[src/inc/vfr_defines.svh]
// command codes, field positions, reset values and timing figures of the vout fault block
`ifndef VFR_DEFINES_SVH
`define VFR_DEFINES_SVH

`define VFR_NUM_RAILS      2
`define VFR_PAGE_W         1

`define VFR_CMD_OV_LIMIT   8'h40
`define VFR_CMD_OV_RSP     8'h41
`define VFR_CMD_UV_LIMIT   8'h44
`define VFR_CMD_UV_RSP     8'h45

`define VFR_RSP_RESET      8'h80
`define VFR_RSP_SHUT_BIT   7
`define VFR_RSP_RETRY_HI   5
`define VFR_RSP_RETRY_LO   3
`define VFR_RSP_DELAY_HI   2
`define VFR_RSP_DELAY_LO   0
`define VFR_RETRY_NONE     3'h0
`define VFR_RETRY_CONT     3'h7

// default limits as ratio of the strapped setpoint: 1.10 and 0.85
`define VFR_OV_DEF_NUM     5'h0b
`define VFR_OV_DEF_DEN     5'h0a
`define VFR_UV_DEF_NUM     5'h11
`define VFR_UV_DEF_DEN     5'h14

`define VFR_RETRY_UNIT_MS  35
`define VFR_CLK_KHZ        40000
`define VFR_RETRY_UNIT_CYC (`VFR_RETRY_UNIT_MS * `VFR_CLK_KHZ)

`endif

[src/inc/vfr_pkg.sv]
// types of the vout fault block
package vfr_pkg;
`include "vfr_defines.svh"

    typedef enum logic [1:0] {
        VFR_RUN,
        VFR_LATCH,
        VFR_WAIT,
        VFR_TRY
    } vfr_state_e_t;

    typedef struct packed {
        logic                   valid;
        logic                   write;
        logic [`VFR_PAGE_W-1:0] page;
        logic [7:0]             code;
        logic [15:0]            wdata;
    } vfr_cmd_t;

    typedef struct packed {
        vfr_state_e_t st;
        logic [15:0]  ov_lim;
        logic [15:0]  uv_lim;
        logic [7:0]   ov_rsp;
        logic [7:0]   uv_rsp;
        logic [2:0]   dly;
        logic [31:0]  timer;
        logic         ov_flag;
        logic         uv_flag;
    } vfr_rail_t;

    typedef struct packed {
        vfr_rail_t [`VFR_NUM_RAILS-1:0] rail;
        logic [`VFR_NUM_RAILS-1:0]      en;
        logic                           alert;
        logic [15:0]                    rdata;
    } vfr_st_t;

endpackage

[src/logic/vfr_top.sv]
// output overvoltage / undervoltage fault supervision, one set of settings per rail page
`timescale 1ns/10ps
`include "vfr_defines.svh"
module vfr_top
    import vfr_pkg::*;
#(
    parameter int unsigned RETRY_UNIT_CYC = `VFR_RETRY_UNIT_CYC
) (
    // clock and reset
    input  wire logic                         core_clk,
    input  wire logic                         srst,
    // command port from the management bus engine
    input  wire vfr_cmd_t                     cmd,
    input  wire logic                         clear_faults,
    output logic      [15:0]                  cmd_rdata,
    // per rail inputs
    input  wire logic [`VFR_NUM_RAILS-1:0][15:0] setpoint_strap,
    input  wire logic [`VFR_NUM_RAILS-1:0][15:0] vout_meas,
    input  wire logic [`VFR_NUM_RAILS-1:0]    meas_valid,
    input  wire logic [`VFR_NUM_RAILS-1:0]    power_good_flag,
    input  wire logic [`VFR_NUM_RAILS-1:0]    ramping,
    input  wire logic [`VFR_NUM_RAILS-1:0]    rail_on_req,
    input  wire logic [`VFR_NUM_RAILS-1:0]    bias_ok,
    input  wire logic [`VFR_NUM_RAILS-1:0]    other_shutdown,
    // per rail outputs
    output logic      [`VFR_NUM_RAILS-1:0]    rail_enable,
    output logic      [`VFR_NUM_RAILS-1:0]    ov_fault,
    output logic      [`VFR_NUM_RAILS-1:0]    uv_fault,
    // open-drain alert line
    output logic                              alert_line_o,
    output logic                              alert_line_oe
);

    localparam int NR = `VFR_NUM_RAILS;

    vfr_st_t state_ff;
    vfr_st_t nxt_state;

    // ratio scaling of the strap, saturating so a high strap cannot wrap to a low limit
    function automatic logic [15:0] scale_strap(input logic [15:0] v,
                                                input logic [4:0]  num,
                                                input logic [4:0]  den);
        logic [20:0] p;
        p = (21'(v) * 21'(num)) / 21'(den);
        return (p[20:16] != 5'h00) ? 16'hffff : p[15:0];
    endfunction

    function automatic logic [31:0] retry_cycles(input logic [2:0] d);
        return 32'((32'(d) + 32'h1) * RETRY_UNIT_CYC);
    endfunction

    function automatic logic [15:0] read_mux(input vfr_rail_t r, input logic [7:0] code);
        logic [15:0] v;
        v = 16'h0000;
        case (code)
            `VFR_CMD_OV_LIMIT: v = r.ov_lim;
            `VFR_CMD_OV_RSP:   v = {8'h00, r.ov_rsp};
            `VFR_CMD_UV_LIMIT: v = r.uv_lim;
            `VFR_CMD_UV_RSP:   v = {8'h00, r.uv_rsp};
            default:           v = 16'h0000;
        endcase
        return v;
    endfunction

    function automatic logic shuts(input logic [7:0] rsp);
        return rsp[`VFR_RSP_SHUT_BIT];
    endfunction

    function automatic logic cont_retry(input logic [7:0] rsp);
        return rsp[`VFR_RSP_RETRY_HI:`VFR_RSP_RETRY_LO] == `VFR_RETRY_CONT;
    endfunction

    always_comb begin
        vfr_rail_t r;
        logic      ov_hit;
        logic      uv_hit;
        logic      shut;
        logic      cont;
        logic [2:0] dly;
        logic      off_cmd;
        r         = '0;
        ov_hit    = 1'b0;
        uv_hit    = 1'b0;
        shut      = 1'b0;
        cont      = 1'b0;
        dly       = 3'h0;
        off_cmd   = 1'b0;
        nxt_state = state_ff;
        if (srst) begin
            nxt_state = '0;
            for (int i = 0; i < NR; i++) begin
                nxt_state.rail[i].st     = VFR_RUN;
                nxt_state.rail[i].ov_lim = scale_strap(setpoint_strap[i],
                    `VFR_OV_DEF_NUM, `VFR_OV_DEF_DEN);
                nxt_state.rail[i].uv_lim = scale_strap(setpoint_strap[i],
                    `VFR_UV_DEF_NUM, `VFR_UV_DEF_DEN);
                nxt_state.rail[i].ov_rsp = `VFR_RSP_RESET;
                nxt_state.rail[i].uv_rsp = `VFR_RSP_RESET;
            end
        end else begin
            if (cmd.valid && !cmd.write) begin
                nxt_state.rdata = 16'h0000;
                for (int i = 0; i < NR; i++) begin
                    if (cmd.page == `VFR_PAGE_W'(i)) begin
                        nxt_state.rdata = read_mux(state_ff.rail[i], cmd.code);
                    end
                end
            end
            for (int i = 0; i < NR; i++) begin
                r = state_ff.rail[i];
                // settings land only in the addressed page
                if (cmd.valid && cmd.write && cmd.page == `VFR_PAGE_W'(i)) begin
                    case (cmd.code)
                        `VFR_CMD_OV_LIMIT: r.ov_lim = cmd.wdata;
                        `VFR_CMD_OV_RSP:   r.ov_rsp = cmd.wdata[7:0];
                        `VFR_CMD_UV_LIMIT: r.uv_lim = cmd.wdata;
                        `VFR_CMD_UV_RSP:   r.uv_rsp = cmd.wdata[7:0];
                        default: ;
                    endcase
                end
                // comparisons use the limits in force before this cycle's write
                ov_hit = meas_valid[i] && (vout_meas[i] > state_ff.rail[i].ov_lim);
                uv_hit = meas_valid[i] && power_good_flag[i] && rail_on_req[i]
                         && !ramping[i] && (state_ff.rail[i].st == VFR_RUN)
                         && (vout_meas[i] < state_ff.rail[i].uv_lim);
                // set wins over a clear in the same cycle
                if (clear_faults) begin
                    r.ov_flag = 1'b0;
                    r.uv_flag = 1'b0;
                end
                if (ov_hit) begin
                    r.ov_flag = 1'b1;
                end
                if (uv_hit) begin
                    r.uv_flag = 1'b1;
                end
                // overvoltage retry and delay settings take precedence when both trip together; either response's bit 7 shuts down
                shut = (ov_hit && shuts(state_ff.rail[i].ov_rsp))
                       || (uv_hit && shuts(state_ff.rail[i].uv_rsp));
                cont = ov_hit ? cont_retry(state_ff.rail[i].ov_rsp)
                              : cont_retry(state_ff.rail[i].uv_rsp);
                dly  = ov_hit ? state_ff.rail[i].ov_rsp[`VFR_RSP_DELAY_HI:`VFR_RSP_DELAY_LO]
                              : state_ff.rail[i].uv_rsp[`VFR_RSP_DELAY_HI:`VFR_RSP_DELAY_LO];
                off_cmd = !rail_on_req[i] || !bias_ok[i];
                if (r.timer != 32'h0) begin
                    r.timer = r.timer - 32'h1;
                end
                unique case (state_ff.rail[i].st)
                    VFR_RUN: begin
                        if (shut && cont) begin
                            r.st    = VFR_WAIT;
                            r.dly   = dly;
                            r.timer = retry_cycles(dly) - 32'h1;
                        end else if (shut) begin
                            // unused retry codes behave as no retry
                            r.st = VFR_LATCH;
                        end
                    end
                    VFR_LATCH: begin
                        r.st = VFR_LATCH;
                    end
                    VFR_WAIT: begin
                        if (off_cmd) begin
                            r.st = VFR_RUN;
                        end else if (other_shutdown[i]) begin
                            r.st = VFR_LATCH;
                        end else if (state_ff.rail[i].timer == 32'h0) begin
                            r.st    = VFR_TRY;
                            r.timer = retry_cycles(state_ff.rail[i].dly) - 32'h1;
                        end
                    end
                    VFR_TRY: begin
                        if (off_cmd) begin
                            r.st = VFR_RUN;
                        end else if (other_shutdown[i]) begin
                            r.st = VFR_LATCH;
                        end else if (shut) begin
                            // next attempt counted from this attempt's start
                            r.st = VFR_WAIT;
                        end else if (power_good_flag[i]) begin
                            r.st    = VFR_RUN;
                            r.timer = 32'h0;
                        end
                    end
                endcase
                nxt_state.rail[i] = r;
            end
        end
        nxt_state.alert = 1'b0;
        for (int i = 0; i < NR; i++) begin
            nxt_state.alert = nxt_state.alert | nxt_state.rail[i].ov_flag
                              | nxt_state.rail[i].uv_flag;
            // enable comes from a flop so the pin never sees a state decode glitch
            nxt_state.en[i] = (nxt_state.rail[i].st == VFR_RUN)
                              || (nxt_state.rail[i].st == VFR_TRY);
        end
    end

    always_ff @(posedge core_clk) begin
        state_ff <= nxt_state;
    end

    assign cmd_rdata     = state_ff.rdata;
    assign alert_line_o  = 1'b0;
    assign alert_line_oe = state_ff.alert;

    genvar g;
    generate
        for (g = 0; g < NR; g++) begin : g_out
            assign rail_enable[g] = state_ff.en[g];
            assign ov_fault[g]    = state_ff.rail[g].ov_flag;
            assign uv_fault[g]    = state_ff.rail[g].uv_flag;
        end
    endgenerate

    generate
        for (g = 0; g < NR; g++) begin : g_chk

        end
    endgenerate
endmodule

[config.mk]
export PLATFORM = sky130hd
export DESIGN_NAME = vfr_top
export DESIGN_NICKNAME = d
export VERILOG_FILES = /design/src/inc/vfr_pkg.sv /design/src/logic/vfr_top.sv
export VERILOG_INCLUDE_DIRS = /design/src /design/src/inc
export SDC_FILE = /design/constraint.sdc
export NUM_CORES = 1
export LEC_CHECK = 0
export BUFFER_PORTS_ARGS = -buffer_cell sky130_fd_sc_hd__buf_2
export CAP_MARGIN = 10
export CORE_ASPECT_RATIO = 1.1
export CORE_UTILIZATION = 30
export DETAILED_ROUTE_END_ITERATION = 8
export GPL_TIMING_DRIVEN = 0
export PLACE_DENSITY_LB_ADDON = 0.15
export SKIP_LAST_GASP = 1
export SLEW_MARGIN = 15
export SYNTH_ARGS = -nofsm -noshare
export SYNTH_HDL_FRONTEND = slang
export SYNTH_SLANG_ARGS = --single-unit
[constraint.sdc]
create_clock -name core_clk -period 9.86 [get_ports core_clk]
set_input_delay 0.493 -clock core_clk [delete_from_list [all_inputs] [get_ports core_clk]]
set_output_delay 0.493 -clock core_clk [all_outputs]
set_load 0.02 [all_outputs]
# [Yosys cells after proc, flatten, opt, wreduce, memory -nomap -nowiden]
# Cells that the tools add are included.
[op_classes] n_div=4 n_mul=8 n_eq_ne=16 reduce_logical=61 muxes=68 magnitude_cmp=4 bitwise_logic=4 addsub=10
[ops] cell="two-way mux 32 bit" n=16
[ops] cell="one-hot mux 32 bit (3 select lines)" n=2
[ops] cell="two-way mux 174 bit" n=1
[ops] cell="one-hot mux 16 bit (4 select lines)" n=2
[ops] cell="two-way mux 16 bit" n=7
[ops] cell="subtractor 25 x 1 -> 26 bit (second input constant)" n=4
[ops] cell="two-way mux 48 bit" n=2
[ops] cell="multiplier 4 x 15 -> 19 bit (second input constant)" n=4
[ops] cell="two-way mux 35 bit" n=2
[ops] cell="zero test 32 bit" n=2
[ops] cell="nonzero test 32 bit" n=2
[ops] cell="subtractor 32 x 1 -> 32 bit (second input constant)" n=2
[ops] cell="divider 20 x 4 -> 21 bit (second input constant)" n=2
[ops] cell="divider 21 x 5 -> 21 bit (second input constant)" n=2
[ops] cell="multiplier 16 x 5 -> 21 bit (second input constant)" n=2
[ops] cell="multiplier 16 x 4 -> 20 bit (second input constant)" n=2
[ops] cell="two-way mux 2 bit" n=20
[ops] cell="equality test 8 x 7 -> 1 bit (second input constant)" n=4
[ops] cell="greater-than comparator 16 bit" n=2
[ops] cell="< comparator 16 bit" n=2
[ops] cell="two-way mux 8 bit" n=4
[ops] cell="logical AND 1 bit" n=22
[ops] cell="AND reduction 2 bit" n=10
[ops] cell="nonzero test 5 bit" n=4
[ops] cell="other kinds (13)" n=53
[word_totals] word_cells=196 register_bits=193 inputBits=106

# [Depth between registers and ports, before layout]
# Gate-level depths: netlist (run 1).
[depth] word_depth=15 mapped_depth=37 depth_no_buf=35

# [Worst setup path before layout (run 1)]
# No wires, ideal clock.
[synth_path] path_type="input to register" from="input port setpoint_strap[30] in the netlist's numbering" to="register state_ff[175] in the netlist's numbering, data pin" required_time_ns=9.596 path_slack_ns=1.970 arrival_ns=7.627 path_buffers=3 path_stages=32 cell_sequence="clkbuf_1 inv_1 fa_1 inv_1 ha_1 and2_1 a2111oi_0 o21ai_1 a32o_2 xnor2_2 buf_2 nand2_2 a32o_1 a31oi_1 o211ai_2 xnor2_2 mux2_2 o211ai_2 mux2i_1 nand2_1 or4_1 and4_1 o21ai_2 nor2_1 buf_2 nor3_1 a31oi_1 o2111a_1 a31oi_1 a21oi_1 nor4_1 a21oi_1"
[synth_rtl] item="start, declared" line="vfr_top.sv:17" rtl="input wire logic [`VFR_NUM_RAILS-1:0][15:0] setpoint_strap,"
[synth_rtl] item="end signal, assigned" line="vfr_top.sv:200" rtl="state_ff <= nxt_state;"
[synth_rtl] item="end, declared" line="vfr_top.sv:36" rtl="vfr_st_t state_ff;"

==> results of run 1 <==
==> power by group through the flow <==
| stage | clock (mW) | combinational, mW | sequential (mW) |
|---|---|---|---|
| finish | 0.727 | 11.8 | 1.30 |
| global placement | 0 | 11.7 | 1.32 |
| detailed placement | 0 | 11.6 | 1.32 |
| global route | 0.773 | 13.0 | 1.33 |
| CTS | 0.744 | 11.7 | 1.30 |
| floorplan | 0 | 9.16 | 1.24 |
==> final cells by class <==
type / instances / area [um2]
fillers: 10700 / 66100
multi-input cells: 3226 / 23600
flip-flops and latches: 193 / 4500
well taps: 1291 / 1620
plain buffers: 213 / 1080
inverters: 267 / 1000
repair buffers: 133 / 673
clock buffers: 20 / 479
clock inverters: 11 / 116
diodes: 2 / 5.00
==> logic make-up (layout without fill, tap and decap cells) <==
group / after synthesis / in the layout / synth area share (%)
XOR/XNOR: 227 / 227 / 6.78
other: 1 / 3 / 0.0125
adder cells (fa/ha/maj): 341 / 341 / 15.1
flip-flops: 193 / 193 / 15.0
multiplexers: 112 / 112 / 4.82
AO/OA/AOI/OAI: 1229 / 1229 / 29.9
buffers and inverters: 480 / 644 / 6.91
AND/OR/NAND/NOR: 1316 / 1316 / 21.5
==> worst reg2reg max path, delay by kind of cell (launching register included) <==
| kind | cells | cell delay [ps] |
|---|---|---|
| DFF | 1 | 440 |
| xor gates and xnor gates | 3 | 840 |
| adders and majority gates | 5 | 1710 |
| and+or+nand+nor | 7 | 1310 |
| AOI/OAI and AO/OA | 14 | 2670 |
| buffers and inverters | 4 | 930 |
| muxes | 2 | 950 |
==> sequential cells by signal, indices dropped and copies added, names as in the netlist <==
name	count
state_ff	170
rail_enable	2
cmd_rdata	16
uv_fault	2
alert_line_oe	1
ov_fault	2
==> placed cells by master (no fill, tap or decap), types with 40 or more instances in the layout <==
master / instances
mux2i_1: 69
buf_2: 169
nor2_1: 366
nor4_1: 49
ha_1: 296
xor2_1: 95
a21oi_1: 293
o211ai_1: 44
xnor2_1: 125
buf_4: 40
edfxtp_1: 64
nor3_1: 144
clkbuf_1: 119
a31oi_1: 61
a21o_1: 69
fa_1: 40
a211oi_1: 52
nand2_1: 324
o21a_1: 51
o21ai_0: 154
dfxtp_1: 129
nand3_1: 125
inv_1: 266
==> stage by stage <==
stage               hold WS, ps  power [mW]  area (um2)  std cells  util, %
CTS                         344        13.7       33000       5354     33.3
detailed placement          501        12.9       32400       5323     32.7
global placement            481        13.0       32400       5317     32.6
floorplan                   437        10.4       30100       3899        -
finish                      365        13.9       33000       5356     33.3
global route                370        15.1       33000       5354     33.3
==> per-layer routing <==
layer  vias to the layer above  wire (um)  track usage, %
li1                      14900          -               -
met1                     14600      52300            29.2
met2                       869      47100            32.2
met3                        90       5500            2.97
met4                        10       1840            4.45
met5                         -         64               0
==> worst paths after layout <==
check	cells past startpoint	slack, ps	end
max	31	620	state_ff[175]
min	3	360	state_ff[84]
max reg2reg	35	880	state_ff[132]
min reg2reg	2	510	cmd_rdata[8]
==> metrics.md, run 1 <==
| Metric | Value |
|---|---|
| Outcome | `finished clean` |
| Num CTS Buffers | `17` |
| Clock buffer depth | `2` |
| Post-layout min period | `just over 9000 ps` |
| Worst hold-check path type | `primary input to flop` |
| Fin crit share | `between 90% and 100%` |
| CP top delay family | `compound AO/OA/AOI/OAI gates` |
| Worst setup margin | `621 ps` |
| Core footprint | `99,200 um2` |
| Postcts setup bufs | `0` |
| Fmax | `0.108 GHz` |
| Root buffer cell | `clkbuf_16` |
| Final hold violation count | `0` |
| Most common cell in the netlist | `nor2_1` |
| CP max stage delay | `570 ps` |
| Worst Skew | `15.2 ps` |
| CTS tree | `done` |
| Syn_nets | `approximately 4,300` |
| Die Y | `334 um` |
| Synth top cells by count | `nor2_1 (366), nand2_1 (324), ha_1 (296)` |
| Worst-Skew Late Latency | `between 400 and 500 ps` |
| Hold wc startpoint | `cmd[12]` |
| Sw Pwr | `7.81 mW` |
| Power density cells | `419 nW/um2` |
| Predominant post-synthesis flop cell | `dfxtp_1` |
| Setup violations, final | `0` |
| Vias in the first global route | `around 29,000` |
| RR Startpoint | `state_ff[184]` |
| GRT Util Overall | `20.4%` |
| Crit path from | `setpoint_strap[19]` |
| Cell area after synthesis | `between 30,000 and 40,000 um2` |
| Die X | `304 um` |
| Rows | `121` |
| Cells after Synth | `3,899` |
| Setup TNS | `0 ps` |
| Async set-reset flop share out of synthesis | `0%` |
| Crit path max fanout | `10` |
| Slowest stage cell, crit path | `or4_1` |
| Slew Viols, Final | `0` |
| Antenna violations before repair | `8` |
| Worst slack, placed | `255 ps` |
| WP data required | `10,070 ps` |
| # DRC | `0` |
| DR vias | `30,500` |
| Startpoint kind of the worst setup timing path | `primary input` |
| Cts hold-fix bufs | `0` |
| EDFF count, synth | `64` |
| Placer Congestion | `0.894` |
| DR iter-0 viols | `2,026` |
| First-pass GRT wire length | `167,000 um` |
| Clk sinks | `roughly 190` |
| Clock slew at reported path FFs | `~70 ps` |
| Global route overflow | `0` |
| Number of port buffers | `127` |
| Max Cap Viol | `0` |
| Net Sw Frac | `56.4%` |
| Post-synthesis sequential area ratio | `~15%` |
| Critical path buffers and inverters | `3` |
| Largest net degree at the start of global routing | `18` |
| Overall routed net length | `107,000 um` |
| Top Ports | `130` |
| Antenna-violating nets left | `0` |
| DRT Pass-1 Iters | `7` |
| Yosys top cell by area | `ha_1` |
| RSZ-0062 raised after global routing | `false` |
| Setup CP Type | `primary input to flop` |
| Share of cells above drive strength 1 | `11.7%` |
| Rel. slew slack | `18.3%` |
| Number of library cell types mapped by synthesis | `150` |
| Peak supply drop | `roughly 0.34 mV` |
| Worst path most repeated cell | `buf_2` |
| Seq pwr share | `9.4%` |
| Clk network pwr share | `5.2%` |
| Critical Path AT | `9450 ps` |
| Slew @ Worst Pin | `1230 ps` |
| Detailed-route wire length per cell | `19.9 um` |
| Routed vias/inst | `5.69` |
| Syn Area/Cell | `7.72 um2` |
| Cts repair resizes | `0` |
| HPWL Detailed | `85,700 um` |
| Gate power share | `85.3%` |
| Synth area leaders | `ha_1 (12%), dfxtp_1 (8.6%), edfxtp_1 (6.4%)` |
| Die area | `102,000 um2` |
| P_leak | `14.0 nW` |
| H-tree levels | `4` |
| Int Pwr | `6.05 mW` |
| Seq cells post-synth | `193` |
| Synth top area share | `12.3%` |
| Area Overhead vs Synth | `9.71%` |
| Fin nets | `4,493` |
| Starting Density | `30.4%` |
| CP Capture Type | `flop` |
| Ys Warns | `0` |
(Power assumes the default switching activity.)
==> inputs of run 2 (changes only) <==
--- a/config.mk
+++ b/config.mk
@@ -13,6 +13,7 @@
 export DETAILED_ROUTE_END_ITERATION = 8
 export GPL_TIMING_DRIVEN = 0
 export PLACE_DENSITY_LB_ADDON = 0.15
+export SKIP_CTS_REPAIR_TIMING = 1
 export SKIP_LAST_GASP = 1
 export SLEW_MARGIN = 15
 export SYNTH_ARGS = -nofsm -noshare
==> constraint.sdc (replaced) <==
create_clock -name core_clk -period 9.86 [get_ports core_clk]
set_input_delay 1.479 -clock core_clk [delete_from_list [all_inputs] [get_ports core_clk]]
set_output_delay 1.479 -clock core_clk [all_outputs]
set_load 0.02 [all_outputs]
==> run 2 against run 1 <==
Net effect:
- wire length rose by 0.28%
- sequential share of layout area fell by 0.16 points
- cell area rose by 1.2%
==> metrics.md, run 2 (synthesis results as in run 1) <==
| Metric | Value |
|---|---|
| GRT Util Overall | `20.4% (unchanged)` |
| Worst-Skew Late Latency | `490 ps (about the same)` |
| Most Used Layer, Global Route | `met2` |
| Outcome | `finished clean` |
| Worst hold-check path type | `flop to flop` |
| Max FFs per register | `170 (unchanged)` |
| RSZ-0062 raised after global routing | `true` |
| Slew @ Worst Pin | `1260 ps (+30.4 ps)` |
| DRT Pass-1 Iters | `6 (-1)` |
| DR iter-0 viols | `2,234 (+10%)` |
| Area Overhead vs Synth | `11.0%` |
| CP Capture Type | `flop` |
| Fin nets | `4,508 (+0.33%)` |
| Largest net degree at the start of global routing | `18 (unchanged)` |
| Placed instance area | `32,400 um2 (unchanged)` |
| Die area | `102,000 um2 (unchanged)` |
| H-tree levels | `4 (unchanged)` |
| Antenna-violating nets left | `0 (unchanged)` |
| Root buffer cell | `clkbuf_16` |
| Share of cells above drive strength 1 | `12.8% (+1.1 points)` |
| Top Ports | `130 (unchanged)` |
| Global route overflow | `0 (unchanged)` |
| WP data required | `10,060 ps (about the same)` |
| HPWL Detailed | `85,700 um (unchanged)` |
| Fin crit share | `97.5% (+3.8 points)` |
| Vias in the first global route | `28,500 (unchanged)` |
| Crit path max fanout | `10 (unchanged)` |
| Die X | `304 um (unchanged)` |
| Detailed-route wire length per cell | `19.9 um (about the same)` |
| Slowest stage cell, crit path | `nor2_1` |
| GRT met3 Usage | `2.97% (unchanged)` |
| Rows | `121 (unchanged)` |
| Core footprint | `99,200 um2 (unchanged)` |
| Most common cell after layout, fill and taps aside | `nor2_1` |
| Post-layout min period | `9610 ps (+376 ps)` |
| CP max stage delay | `590 ps (+20 ps)` |
| Critical path buffers and inverters | `2 (-1)` |
| First-pass GRT wire length | `167,000 um (unchanged)` |
| Met2 usage | `32.2% (unchanged)` |
| CP top delay family | `simple AND/OR/NAND/NOR gates` |
| Setup CP Type | `primary input to flop` |
| Placer Congestion | `0.894 (unchanged)` |
| Reg2reg setup slack | `1190 ps (+310 ps)` |
| Biggest register | `state_ff` |
| Startpoint kind of the worst setup timing path | `primary input` |
| Starting Density | `30.4% (unchanged)` |
| Max Cap Viol | `0 (unchanged)` |
| Die Y | `334 um (unchanged)` |
| Cell area after layout | `33,400 um2 (+1.2%)` |
| Most frequent cells in the layout | `nor2_1 (362), nand2_1 (324), ha_1 (296)` |
| Final hold violation count | `0 (unchanged)` |
| Rel. slew slack | `16.3% (-2.0 points)` |
| Num CTS Buffers | `17 (unchanged)` |
| Clock slew at reported path FFs | `70 ps (about the same)` |
| Fmax | `0.104 GHz (-3.9%)` |
| Antenna violations before repair | `8 (unchanged)` |
| Overall routed net length | `107,000 um (+0.28%)` |
| # DRC | `0 (unchanged)` |
| CTS tree | `done` |
| Number of port buffers | `127 (unchanged)` |
| Clock buffer depth | `2 (unchanged)` |
| Critical Path AT | `9820 ps (+370 ps)` |
| Worst Skew | `15.6 ps (+0.393 ps)` |
| DR vias | `30,600 (+0.20%)` |
| Setup violations, final | `0 (unchanged)` |
| Routed vias/inst | `5.69 (about the same)` |
| Met1 Use GR | `29.2% (unchanged)` |
| Slew Viols, Final | `0 (unchanged)` |
| Clk sinks | `193 (unchanged)` |
run 2: cell types whose count changed in the layout (fill, tap and decap cells not counted), moves of 4 or more:
cell / before / now
clkbuf_2: 4 / 9
nor2_2: 3 / 7
clkbuf_1: 119 / 112
xnor2_1: 125 / 121
buf_4: 40 / 57
nor2_1: 366 / 362
run 2: worst paths after layout:
check | depth (start not counted) | start | endpoint
setup / recovery | 30 | setpoint_strap[19] | state_ff[175]
hold reg to reg | 2 | cmd_rdata[8] | cmd_rdata[8]
setup reg to reg | 35 | state_ff[184] | state_ff[132]
hold / removal | 2 | cmd_rdata[8] | cmd_rdata[8]
run 2: final cells by class:
cell class              count  area [um2]
diodes                      1        2.50
plain buffers             211        1080
clock buffers              20         479
clock inverters            11         116
fillers                 10700       65700
inverters                 267        1000
multi-input cells        3226       23800
flip-flops and latches    193        4500
well taps                1291        1620
repair buffers            150         801
run 2: metrics by stage:
stage	hold slack [ps]	setup TNS, ps	std cells	worst slack, ps	utilization [%]
3_3_place_gp	481	-5260	5317	-840	32.6
5_1_grt	537	-128	5369	-123	33.7
2_1_floorplan	437	0	3899	984	-
4_1_cts	518	-524	5354	-248	33.3
6_report	518	0	5370	245	33.7
3_5_place_dp	501	-4280	5323	-731	32.7
run 2: tightest hold or removal path, delay by kind of cell (launching register included):
| family | cells | cell delay, ps |
|---|---|---|
| compound gates | 1 | 50 |
| flops | 1 | 350 |
| simple gates | 1 | 70 |
run 2: metal layers:
layer,up-vias,share of wire [%]
met4,12,1.7
met1,14700,49
met2,807,44
met3,99,5.1
li1,14900,-
met5,-,0.076
Power of run 2 is left out: the tool's default activity adds up to more than one toggle a clock period on the data nets, which glitch-free logic cannot reach.
